<file path="config.mk">
export PLATFORM = sky130hd
export DESIGN_NAME = tmr_core
export DESIGN_NICKNAME = d
export VERILOG_FILES = /design/src/hw/tmr_sync.v /design/src/hw/tmr_filter.v /design/src/hw/tmr_core.v
export VERILOG_INCLUDE_DIRS = /design/src /design/src/hw
export SDC_FILE = /design/constraint.sdc
export NUM_CORES = 1
export LEC_CHECK = 0
export BUFFER_PORTS_ARGS = -buffer_cell sky130_fd_sc_hd__clkbuf_2
export CORE_ASPECT_RATIO = 2
export CORE_UTILIZATION = 62
export CTS_CLUSTER_SIZE = 30
export DETAILED_ROUTE_END_ITERATION = 8
export PLACE_DENSITY = 0.91
export SLEW_MARGIN = 10
export SYNTH_ARGS = -nofsm -noshare
export SYNTH_HDL_FRONTEND = slang
export SYNTH_SLANG_ARGS = --single-unit
</file>
<file path="constraint.sdc">
create_clock -name clock_i -period 3.9 [get_ports clock_i]
set_clock_uncertainty 0.2 [all_clocks]
set_input_delay 0.39 -clock clock_i [delete_from_list [all_inputs] [get_ports clock_i]]
set_output_delay 0.39 -clock clock_i [all_outputs]
set_load 0.01 [all_outputs]
</file>
<file path="src/hw/tmr_consts.vh">
/*
 * constants for the 16-bit byte-accessed timer: byte addresses, field
 * positions, fixed top values and reset values.
 * assumes it is included by bare name from the design files.
 */
//
// Overview of operation
// - 16-bit registers reached as two bytes
// - one shared high-byte holding register
// - low-byte write loads held high plus low
// - low-byte read copies high byte to holder
// - compare reads bypass the holding register
// - control b is plain 8-bit read/write; control a reads back bits 1:0 only
// - tick from prescaler or external pin edge
// - no clock selected means counter stays idle
// - counter counts up or down per direction
// - compare registers double buffered, compared continuously
// - compare match sets that unit's flag
// - capture edge copies counter into capture value unless capture is top
// - optional noise filter ahead of capture edge
// - bottom is 0x0000, max is 0xffff
// - top is fixed value, compare a, or capture
// - compare a as top gives no pwm output on compare a
// - four flags, each visible and individually masked
// - force bits in control a, mode bits 4:3 in b
// - processor counter write beats clear or count
// - capture flag set with the capture copy
// - clock select zero stops, counter still accessible
`ifndef TMR_CONSTS_VH
`define TMR_CONSTS_VH

// byte addresses on the 8-bit register port
`define TMR_A_CTRL_A    4'h0
`define TMR_A_CTRL_B    4'h1
`define TMR_A_CNT_L     4'h2
`define TMR_A_CNT_H     4'h3
`define TMR_A_CMPA_L    4'h4
`define TMR_A_CMPA_H    4'h5
`define TMR_A_CMPB_L    4'h6
`define TMR_A_CMPB_H    4'h7
`define TMR_A_CAP_L     4'h8
`define TMR_A_CAP_H     4'h9

// control a: force bits
`define TMR_FOC_A       3
`define TMR_FOC_B       2
// control b fields
`define TMR_NOISE_EN    7
`define TMR_CAP_EDGE    6
`define TMR_WGM3        4
`define TMR_WGM2        3

// flag/mask bit order
`define TMR_F_OVF       0
`define TMR_F_CMPB      1
`define TMR_F_CMPA      2
`define TMR_F_CAP       3

`define TMR_BOTTOM      16'h0000
`define TMR_MAX         16'hffff
`define TMR_TOP8        16'h00ff
`define TMR_TOP9        16'h01ff
`define TMR_TOP10       16'h03ff

// clock select encodings
`define TMR_CS_STOP     3'h0
`define TMR_CS_DIV1     3'h1
`define TMR_CS_DIV8     3'h2
`define TMR_CS_DIV64    3'h3
`define TMR_CS_DIV256   3'h4
`define TMR_CS_DIV1024  3'h5
`define TMR_CS_EXT_FALL 3'h6
`define TMR_CS_EXT_RISE 3'h7

`define TMR_NOISE_LEN   4
`define TMR_RST_BYTE    8'h00
`define TMR_RST_WORD    16'h0000

`endif

</file>
<file path="src/hw/tmr_sync.v">
/*
 * two-flop synchroniser for one asynchronous pin.
 * assumes the input is unrelated to clock_i.
 */
module tmr_sync (
	// clock and reset
	input  wire clock_i,
	input  wire rst_n_i,
	// pin
	input  wire pin_i,
	output reg  pin_o
);
	reg meta;

	always @(posedge clock_i or negedge rst_n_i) begin
		if (!rst_n_i) begin
			meta  <= 1'b0;
			pin_o <= 1'b0;
		end else begin
			meta  <= pin_i;
			pin_o <= meta;
		end
	end
endmodule // tmr_sync

</file>
<file path="src/hw/tmr_filter.v">
/*
 * capture input noise filter: output follows only after LEN equal samples.
 * assumes the input is already synchronised to clock_i.
 */
module tmr_filter #(
	parameter LEN = 4
) (
	// clock and reset
	input  wire clock_i,
	input  wire rst_n_i,
	// signal
	input  wire enable_i,
	input  wire sig_i,
	output reg  sig_o
);
	reg [LEN-1:0] hist;

	always @(posedge clock_i or negedge rst_n_i) begin
		if (!rst_n_i) begin
			hist  <= {LEN{1'b0}};
			sig_o <= 1'b0;
		end else begin
			hist <= {hist[LEN-2:0], sig_i};
			if (!enable_i)
				sig_o <= sig_i;
			else if (&hist)
				sig_o <= 1'b1;
			else if (~|hist)
				sig_o <= 1'b0;
		end
	end
endmodule // tmr_filter

</file>
<file path="src/hw/tmr_core.v">
/*
 * 16-bit timer/counter with two double-buffered compare units, one
 * input capture unit, a shared high-byte holding register and its own
 * prescaler. a processor core reaches it through an 8-bit byte port.
 * assumes read and write strobes are one-cycle pulses on clock_i,
 * and that flags are cleared by writing ones on the flag clear port.
 */
`include "tmr_consts.vh"

module tmr_core #(
	parameter NOISE_LEN = `TMR_NOISE_LEN
) (
	// clock and reset
	input  wire       clock_i,
	input  wire       rst_n_i,
	// byte register port
	input  wire [3:0] addr_i,
	input  wire [7:0] wdata_i,
	input  wire       wr_i,
	input  wire       rd_i,
	output reg  [7:0] rdata_o,
	// shared flag and mask bits
	input  wire [3:0] flag_clear_i,
	input  wire [3:0] shared_mask_reg_i,
	output wire [3:0] shared_flag_reg_o,
	output wire [3:0] irq_o,
	// prescaler and direction
	input  wire       prescaler_reset_i,
	input  wire       count_down_i,
	// pins
	input  wire       ext_count_pin_i,
	input  wire       capture_pin_i,
	input  wire       comparator_i,
	input  wire       capture_from_comparator_i,
	// compare results and timer tick toward the waveform generators
	output reg        compare_out_a_o,
	output reg        compare_out_b_o,
	output wire       timer_tick_o
);
	reg  [7:0]  timer_control_a;
	reg  [7:0]  timer_control_b;
	reg  [15:0] timer_count;
	reg  [15:0] compare_value_a;
	reg  [15:0] compare_value_b;
	reg  [15:0] cmp_buf_a;
	reg  [15:0] cmp_buf_b;
	reg  [15:0] capture_value;
	reg  [7:0]  hold_high;
	reg  [3:0]  flags;
	reg  [9:0]  prescale;
	reg  [9:0]  prescale_d;
	reg         ext_d;
	reg         cap_d;
	reg  [15:0] top;
	reg  [7:0]  next_rdata;
	reg         tick;

	wire [2:0]  clock_select_field = timer_control_b[2:0];
	wire [3:0]  wave_mode_field = {timer_control_b[`TMR_WGM3],
		timer_control_b[`TMR_WGM2], timer_control_a[1:0]};
	wire        ext_s;
	wire        cap_s;
	wire        cap_f;
	// the source is chosen ahead of the filter so both inputs are cleaned
	wire        cap_raw = capture_from_comparator_i ? comparator_i : cap_s;
	wire        cap_src = cap_f;
	wire        cap_edge_rise = timer_control_b[`TMR_CAP_EDGE];
	wire        wr_cnt_l = wr_i && (addr_i == `TMR_A_CNT_L);
	wire        wr_cmpa_l = wr_i && (addr_i == `TMR_A_CMPA_L);
	wire        wr_cmpb_l = wr_i && (addr_i == `TMR_A_CMPB_L);
	wire        wr_cap_l = wr_i && (addr_i == `TMR_A_CAP_L);
	wire        top_is_cmpa = (wave_mode_field == 4'h4) ||
		(wave_mode_field == 4'h9) || (wave_mode_field == 4'hb) ||
		(wave_mode_field == 4'hf);
	wire        top_is_cap = (wave_mode_field == 4'h8) ||
		(wave_mode_field == 4'ha) || (wave_mode_field == 4'hc) ||
		(wave_mode_field == 4'he);
	// pwm modes latch the compare buffers at the end of the period
	wire        pwm_mode = (wave_mode_field != 4'h0) &&
		(wave_mode_field != 4'h4) && (wave_mode_field != 4'hc);
	wire        cap_event;
	wire        at_top = (timer_count == top);
	wire        at_bottom = (timer_count == `TMR_BOTTOM);
	wire        cmp_match_a = (timer_count == compare_value_a);
	wire        cmp_match_b = (timer_count == compare_value_b);
	wire        ovf_event;

	// pins
	tmr_sync u_sync_ext (
		.clock_i (clock_i),
		.rst_n_i (rst_n_i),
		.pin_i   (ext_count_pin_i),
		.pin_o   (ext_s)
	);

	tmr_sync u_sync_cap (
		.clock_i (clock_i),
		.rst_n_i (rst_n_i),
		.pin_i   (capture_pin_i),
		.pin_o   (cap_s)
	);

	tmr_filter #(
		.LEN (NOISE_LEN)
	) u_filter (
		.clock_i  (clock_i),
		.rst_n_i  (rst_n_i),
		.enable_i (timer_control_b[`TMR_NOISE_EN]),
		.sig_i    (cap_raw),
		.sig_o    (cap_f)
	);

	// free running prescaler shared by all taps
	always @(posedge clock_i or negedge rst_n_i) begin
		if (!rst_n_i) begin
			prescale   <= 10'h000;
			prescale_d <= 10'h000;
			ext_d      <= 1'b0;
			cap_d      <= 1'b0;
		end else begin
			prescale   <= prescaler_reset_i ? 10'h000 : prescale + 10'h001;
			prescale_d <= prescale;
			ext_d      <= ext_s;
			cap_d      <= cap_src;
		end
	end

	// one tick per selected tap wrap or pin edge
	always @* begin
		case (clock_select_field)
		`TMR_CS_STOP:     tick = 1'b0;
		`TMR_CS_DIV1:     tick = 1'b1;
		`TMR_CS_DIV8:     tick = prescale_d[2] & ~prescale[2];
		`TMR_CS_DIV64:    tick = prescale_d[5] & ~prescale[5];
		`TMR_CS_DIV256:   tick = prescale_d[7] & ~prescale[7];
		`TMR_CS_DIV1024:  tick = prescale_d[9] & ~prescale[9];
		`TMR_CS_EXT_FALL: tick = ext_d & ~ext_s;
		`TMR_CS_EXT_RISE: tick = ~ext_d & ext_s;
		default:          tick = 1'b0;
		endcase
	end
	assign timer_tick_o = tick;

	// top selection
	always @* begin
		case (wave_mode_field[1:0])
		2'h1:    top = `TMR_TOP8;
		2'h2:    top = `TMR_TOP9;
		2'h3:    top = `TMR_TOP10;
		default: top = `TMR_MAX;
		endcase
		if (top_is_cmpa)
			top = compare_value_a;
		else if (top_is_cap)
			top = capture_value;
	end

	assign cap_event = (cap_edge_rise ? (~cap_d & cap_src) :
		(cap_d & ~cap_src)) && !top_is_cap;
	assign ovf_event = tick && (count_down_i ? at_bottom : at_top);

	// counter; a processor write wins over count and clear
	always @(posedge clock_i or negedge rst_n_i) begin
		if (!rst_n_i)
			timer_count <= `TMR_RST_WORD;
		else if (wr_cnt_l)
			timer_count <= {hold_high, wdata_i};
		else if (tick) begin
			if (count_down_i)
				timer_count <= at_bottom ? top :
					timer_count - 16'h0001;
			else
				timer_count <= at_top ? `TMR_BOTTOM :
					timer_count + 16'h0001;
		end
	end

	// register writes and double buffering
	always @(posedge clock_i or negedge rst_n_i) begin
		if (!rst_n_i) begin
			timer_control_a <= `TMR_RST_BYTE;
			timer_control_b <= `TMR_RST_BYTE;
			cmp_buf_a       <= `TMR_RST_WORD;
			cmp_buf_b       <= `TMR_RST_WORD;
			compare_value_a <= `TMR_RST_WORD;
			compare_value_b <= `TMR_RST_WORD;
			capture_value   <= `TMR_RST_WORD;
			hold_high       <= `TMR_RST_BYTE;
		end else begin
			if (wr_i && addr_i == `TMR_A_CTRL_A)
				timer_control_a <= wdata_i;
			if (wr_i && addr_i == `TMR_A_CTRL_B)
				timer_control_b <= wdata_i;
			if (wr_i && (addr_i == `TMR_A_CNT_H ||
				addr_i == `TMR_A_CMPA_H || addr_i == `TMR_A_CMPB_H ||
				addr_i == `TMR_A_CAP_H))
				hold_high <= wdata_i;
			else if (rd_i && addr_i == `TMR_A_CNT_L)
				hold_high <= timer_count[15:8];
			else if (rd_i && addr_i == `TMR_A_CAP_L)
				hold_high <= capture_value[15:8];
			if (wr_cmpa_l)
				cmp_buf_a <= {hold_high, wdata_i};
			if (wr_cmpb_l)
				cmp_buf_b <= {hold_high, wdata_i};
			// non-pwm modes update at once, pwm modes at top
			if (!pwm_mode || (tick && at_top)) begin
				compare_value_a <= wr_cmpa_l ? {hold_high, wdata_i} :
					cmp_buf_a;
				compare_value_b <= wr_cmpb_l ? {hold_high, wdata_i} :
					cmp_buf_b;
			end
			if (wr_cap_l)
				capture_value <= {hold_high, wdata_i};
			else if (cap_event)
				capture_value <= timer_count;
		end
	end

	// flags: hardware set wins over a same-cycle clear
	always @(posedge clock_i or negedge rst_n_i) begin
		if (!rst_n_i)
			flags <= 4'h0;
		else begin
			flags <= flags & ~flag_clear_i;
			if (ovf_event)
				flags[`TMR_F_OVF] <= 1'b1;
			if (tick && cmp_match_b)
				flags[`TMR_F_CMPB] <= 1'b1;
			if (tick && cmp_match_a)
				flags[`TMR_F_CMPA] <= 1'b1;
			if (cap_event)
				flags[`TMR_F_CAP] <= 1'b1;
		end
	end
	assign shared_flag_reg_o = flags;
	assign irq_o = flags & shared_mask_reg_i;

	// compare results; force bits strobe a match without a flag
	always @(posedge clock_i or negedge rst_n_i) begin
		if (!rst_n_i) begin
			compare_out_a_o <= 1'b0;
			compare_out_b_o <= 1'b0;
		end else begin
			compare_out_a_o <= (cmp_match_a && !(pwm_mode && top_is_cmpa)) ||
				(wr_i && addr_i == `TMR_A_CTRL_A &&
				wdata_i[`TMR_FOC_A]);
			compare_out_b_o <= cmp_match_b || (wr_i &&
				addr_i == `TMR_A_CTRL_A && wdata_i[`TMR_FOC_B]);
		end
	end

	// read mux; compare reads come straight from the register
	always @* begin
		case (addr_i)
		`TMR_A_CTRL_A: next_rdata = {4'h0, timer_control_a[3:0] &
			4'h3}; // force bits always read as zero
		`TMR_A_CTRL_B: next_rdata = timer_control_b;
		`TMR_A_CNT_L:  next_rdata = timer_count[7:0];
		`TMR_A_CNT_H:  next_rdata = hold_high;
		`TMR_A_CMPA_L: next_rdata = compare_value_a[7:0];
		`TMR_A_CMPA_H: next_rdata = compare_value_a[15:8];
		`TMR_A_CMPB_L: next_rdata = compare_value_b[7:0];
		`TMR_A_CMPB_H: next_rdata = compare_value_b[15:8];
		`TMR_A_CAP_L:  next_rdata = capture_value[7:0];
		`TMR_A_CAP_H:  next_rdata = hold_high;
		default:       next_rdata = 8'h00;
		endcase
	end

	always @(posedge clock_i or negedge rst_n_i) begin
		if (!rst_n_i)
			rdata_o <= 8'h00;
		else if (rd_i)
			rdata_o <= next_rdata;
	end
endmodule // tmr_core

</file>
==> flow_summary.toml <==
[clock_network]
numClockSinks = 153
clockRootBuffer = "clkbuf_16"
cts_made_buffers = 17
path_clk_slew_ns = 0.07
clock_latency_ns = 0.45
clockBufferDepth = 2
htreeDepth = 4
postCtsSetupRepairBufs = 0
cts_tree = "built"

[power]
irDropWorstVdd_uv = 569.8
p_comb_share_pct = 41.5
switching_share_pct = 43.52
switching_power_w = 0.003423
p_clk_share_pct = 21.4
fin_total_pwr_w = 0.007867
p_seq_share_pct = 37.1
leakage_nw = 4.740
p_int_w = 0.004443
powerDensity_mw_per_mm2 = 741.4

[placement]
place_hpwl_um = 24050
place_congestion = 1.050
post_dp_cell_area_mm2 = 0.009955
portBuffers = 48

[synthesis]
synth_nets = 1009
synth_async_sr_flop_share_pct = 100.0
netlist_area_mm2 = 0.009398
synth_cells = 969
syn_avg_cell_area_um2 = 9.698
seq_area_frac_synth_pct = 40.74
ys_ff_latch = 153
ys.flop_type = "dfrtp_1"
synth.distinct_cells = 78
yosys_warnings = 0
synth_edf_count = 0

[timing]
hold_viol_final = 0
slew_violations = 0
grt_setup_unrepaired = "no"
finalSetupViolCount = 0
worstMarginPinSlew_ns = 0.8776
min_period_over_period_pct = 96.62
finalSetupTns_ns = 0
max_slew_margin_pct = 41.45
fin_crit_ns = 3.768
holdWs_ns = 0.003524
fmax_mhz = 265.4

[route]
initialDrtViolationCount = 1035
vias = 8902
drt-pass1-iter-count = 8
routedWlPerCell_um = 28.62
drc = 0
wl_um = 35260
postRouteAntennaNets = 0
via_per_inst = 7.226

[grt]
first_global_vias = 8959
antenna_found_initial = 3
globalRouteOverflowTotal = 0
grt_max_degree = 75
grt_usage_pct = 48.55
grt_pass1_wl_um = 53230

[finish]
final_area_mm2 = 0.01061
num_antenna_cells = 0
drive_above_1_share_pct = 23.14
fill_cells = 1099
syn_to_final_growth_pct = 12.90
multi_input_comb_area_mm2 = 0.005099
nets = 1064
regArea_mm2 = 0.003829

[floorplanning]
die_w_um = 89.06
core_mm2 = 0.01482
die_y_um = 176.1
die_area_mm2 = 0.01568
rows = 63
io_pins = 49
floorplan.initialDensity_pct = 63.42

[critical_path]
worstPathRequired_ns = 4.04
critPathKind = "reg -> reg"
end_kind = "flip-flop"
crit_arrival_ns = 3.91
start_kind = "flip-flop"
critPathMaxFanout = 32

[run_status]
outcome = "completed"

[min_path]
hold_path_class = "in -> reg"

[flow_run]
maxCapViolations = 0
final cells by class:
class | instances | share of cell area (%)
well taps | 195 | 2.300
inverters | 38 | 1.344
multi-input cells | 708 | 48.05
flip-flops and latches | 153 | 36.08
repair buffers | 106 | 6.686
clock buffers | 17 | 4.009
clock inverters | 15 | 1.521
synthesized netlist by cell type, drive strengths merged (6+ instances only):
cell | n | share of area, %
and3 | 12 | 0.80
nand3 | 30 | 1.7
dfrtp | 153 | 41
clkbuf | 48 | 1.9
a22o | 11 | 1.0
nor3 | 21 | 1.1
ha | 10 | 1.3
a21oi | 52 | 2.8
and2 | 9 | 0.60
nand2 | 58 | 2.3
nor4 | 15 | 1.2
or3 | 7 | 0.47
nor2 | 76 | 3.0
a31oi | 24 | 1.6
nand2b | 20 | 1.4
xor2 | 41 | 3.8
o31ai | 6 | 0.48
o21ai | 53 | 2.9
o22ai | 22 | 1.5
mux2 | 85 | 11
inv | 38 | 1.5
buf | 22 | 1.7
mux2i | 35 | 3.7
nand4 | 15 | 1.0
a211oi | 8 | 0.64
nor2b | 10 | 0.75
xnor2 | 15 | 1.4
kinds of logic after synthesis:
| kind of cell | count (synthesis) | share of synthesized area [%] |
|---|---|---|
| AOI/OAI and AO/OA | 224 | 15.84 |
| xor gates and xnor gates | 56 | 5.219 |
| adders and majority gates | 10 | 1.331 |
| buffers and inverters | 108 | 5.099 |
| DFF | 153 | 40.74 |
| muxes | 120 | 15.11 |
| and+or+nand+nor | 298 | 16.66 |
what timing repair did:
action | CTS | global route
hold endpoints to repair | 76 | 0
setup endpoints to repair | 0 | 32
hold buffers | 6 | 0
resized for setup | 0 | 4
power by group through the flow:
stage          Clock [W]  Combinational (W)  Sequential, W
2_1_floorplan          0            0.00226        0.00248
3_3_place_gp           0            0.00299        0.00282
3_5_place_dp           0            0.00308        0.00286
4_1_cts          0.00167            0.00312        0.00284
5_1_grt          0.00173            0.00347        0.00294
6_report         0.00168            0.00327        0.00292
path summary, 6_finish.rpt:
path / start / end / slack, ns / cells past startpoint
setup / recovery: timer_control_a[0]$_DFFE_PN0P_ / compare_value_b[1]$_DFFE_PN0P_ / 0.13 / 13
setup reg to reg: timer_control_a[0]$_DFFE_PN0P_ / compare_value_b[1]$_DFFE_PN0P_ / 0.13 / 13
min in group asynchronous: rst_n_i / timer_count[12]$_DFFE_PN0P_ / 0.33 / 2
max in group asynchronous: rst_n_i / prescale[0]$_DFF_PN0_ / 2.26 / 3
hold reg to reg: u_sync_ext.meta$_DFF_PN0_ / u_sync_ext.pin_o$_DFF_PN0_ / 0.14 / 0
hold / removal: flag_clear_i[0] / shared_flag_reg_o[0]$_DFF_PN0_ / 0.004 / 3
stage by stage:
stage | util (%) | instances | setup WS [ns]
after floorplan | - | 969 | 0.6292
after global placement | 67.17 | 1194 | 0.1158
after detailed placement | 67.17 | 1194 | 0.08544
after CTS | 71.54 | 1232 | 0.05667
after global routing | 71.60 | 1232 | 0.06336
final | 71.60 | 1232 | 0.1317
sequential cells by signal (all words and copies together), names as in the netlist, 2 cells and up:
name,cells
compare_value_a,16
timer_control_b,8
cmp_buf_b,16
timer_count,16
compare_value_b,16
prescale,10
timer_control_a,2
rdata_o,8
prescale_d,4
hold_high,8
u_filter.hist,4
shared_flag_reg_o,4
capture_value,16
cmp_buf_a,16
metal layers:
layer | GRT usage, % | up-vias | part of all wire [%]
li1 | - | 3637 | -
met1 | 49.58 | 4224 | 31
met2 | 74.52 | 729 | 47
met3 | 19.59 | 308 | 10
met4 | 42.46 | 4 | 11
met5 | 2.448 | - | 0.18
cell usage in the layout (no fill, tap or decap), types with 4 or more instances in the layout:
cell type | Yosys | routed
and3_1 | 12 | 12
inv_1 | 37 | 37
nand2_1 | 57 | 57
a222oi_1 | 5 | 5
clkbuf_16 | 0 | 17
mux2i_1 | 35 | 35
or4_1 | 4 | 4
inv_6 | 0 | 4
dfrtp_1 | 153 | 153
a21oi_1 | 51 | 51
and4_1 | 5 | 5
ha_1 | 10 | 10
nor3_1 | 21 | 21
o22ai_1 | 22 | 22
mux2_2 | 55 | 55
nand3b_1 | 4 | 4
nand4_1 | 15 | 15
a211oi_1 | 8 | 8
a31oi_1 | 24 | 24
nor2b_1 | 9 | 9
mux2_4 | 30 | 30
o221a_2 | 4 | 4
and2_1 | 9 | 9
or3_1 | 7 | 7
dlygate4sd3_1 | 0 | 6
nand2b_1 | 19 | 19
clkbuf_2 | 0 | 47
nor2_1 | 76 | 76
nand3_1 | 29 | 29
o21ai_0 | 51 | 50
a22o_1 | 11 | 11
buf_4 | 4 | 51
nor4_1 | 13 | 13
xor2_1 | 41 | 41
xnor2_1 | 15 | 15
o31ai_1 | 6 | 6
worst max-delay path: stages, from the launching register on:
cell and delay [ns]:
dfrtp_1 0.45, inv_1 0.11, ha_1 0.22, buf_4 0.18, o21ai_2 0.34, nand2_1 0.22
nand3_1 0.37, nor2_1 0.10, nor3_1 0.14, buf_4 0.14, nand4_1 0.14, o41ai_4 0.32
buf_12 0.30, mux2_2 0.37
Note: power is estimated with default switching activity, not from simulation.
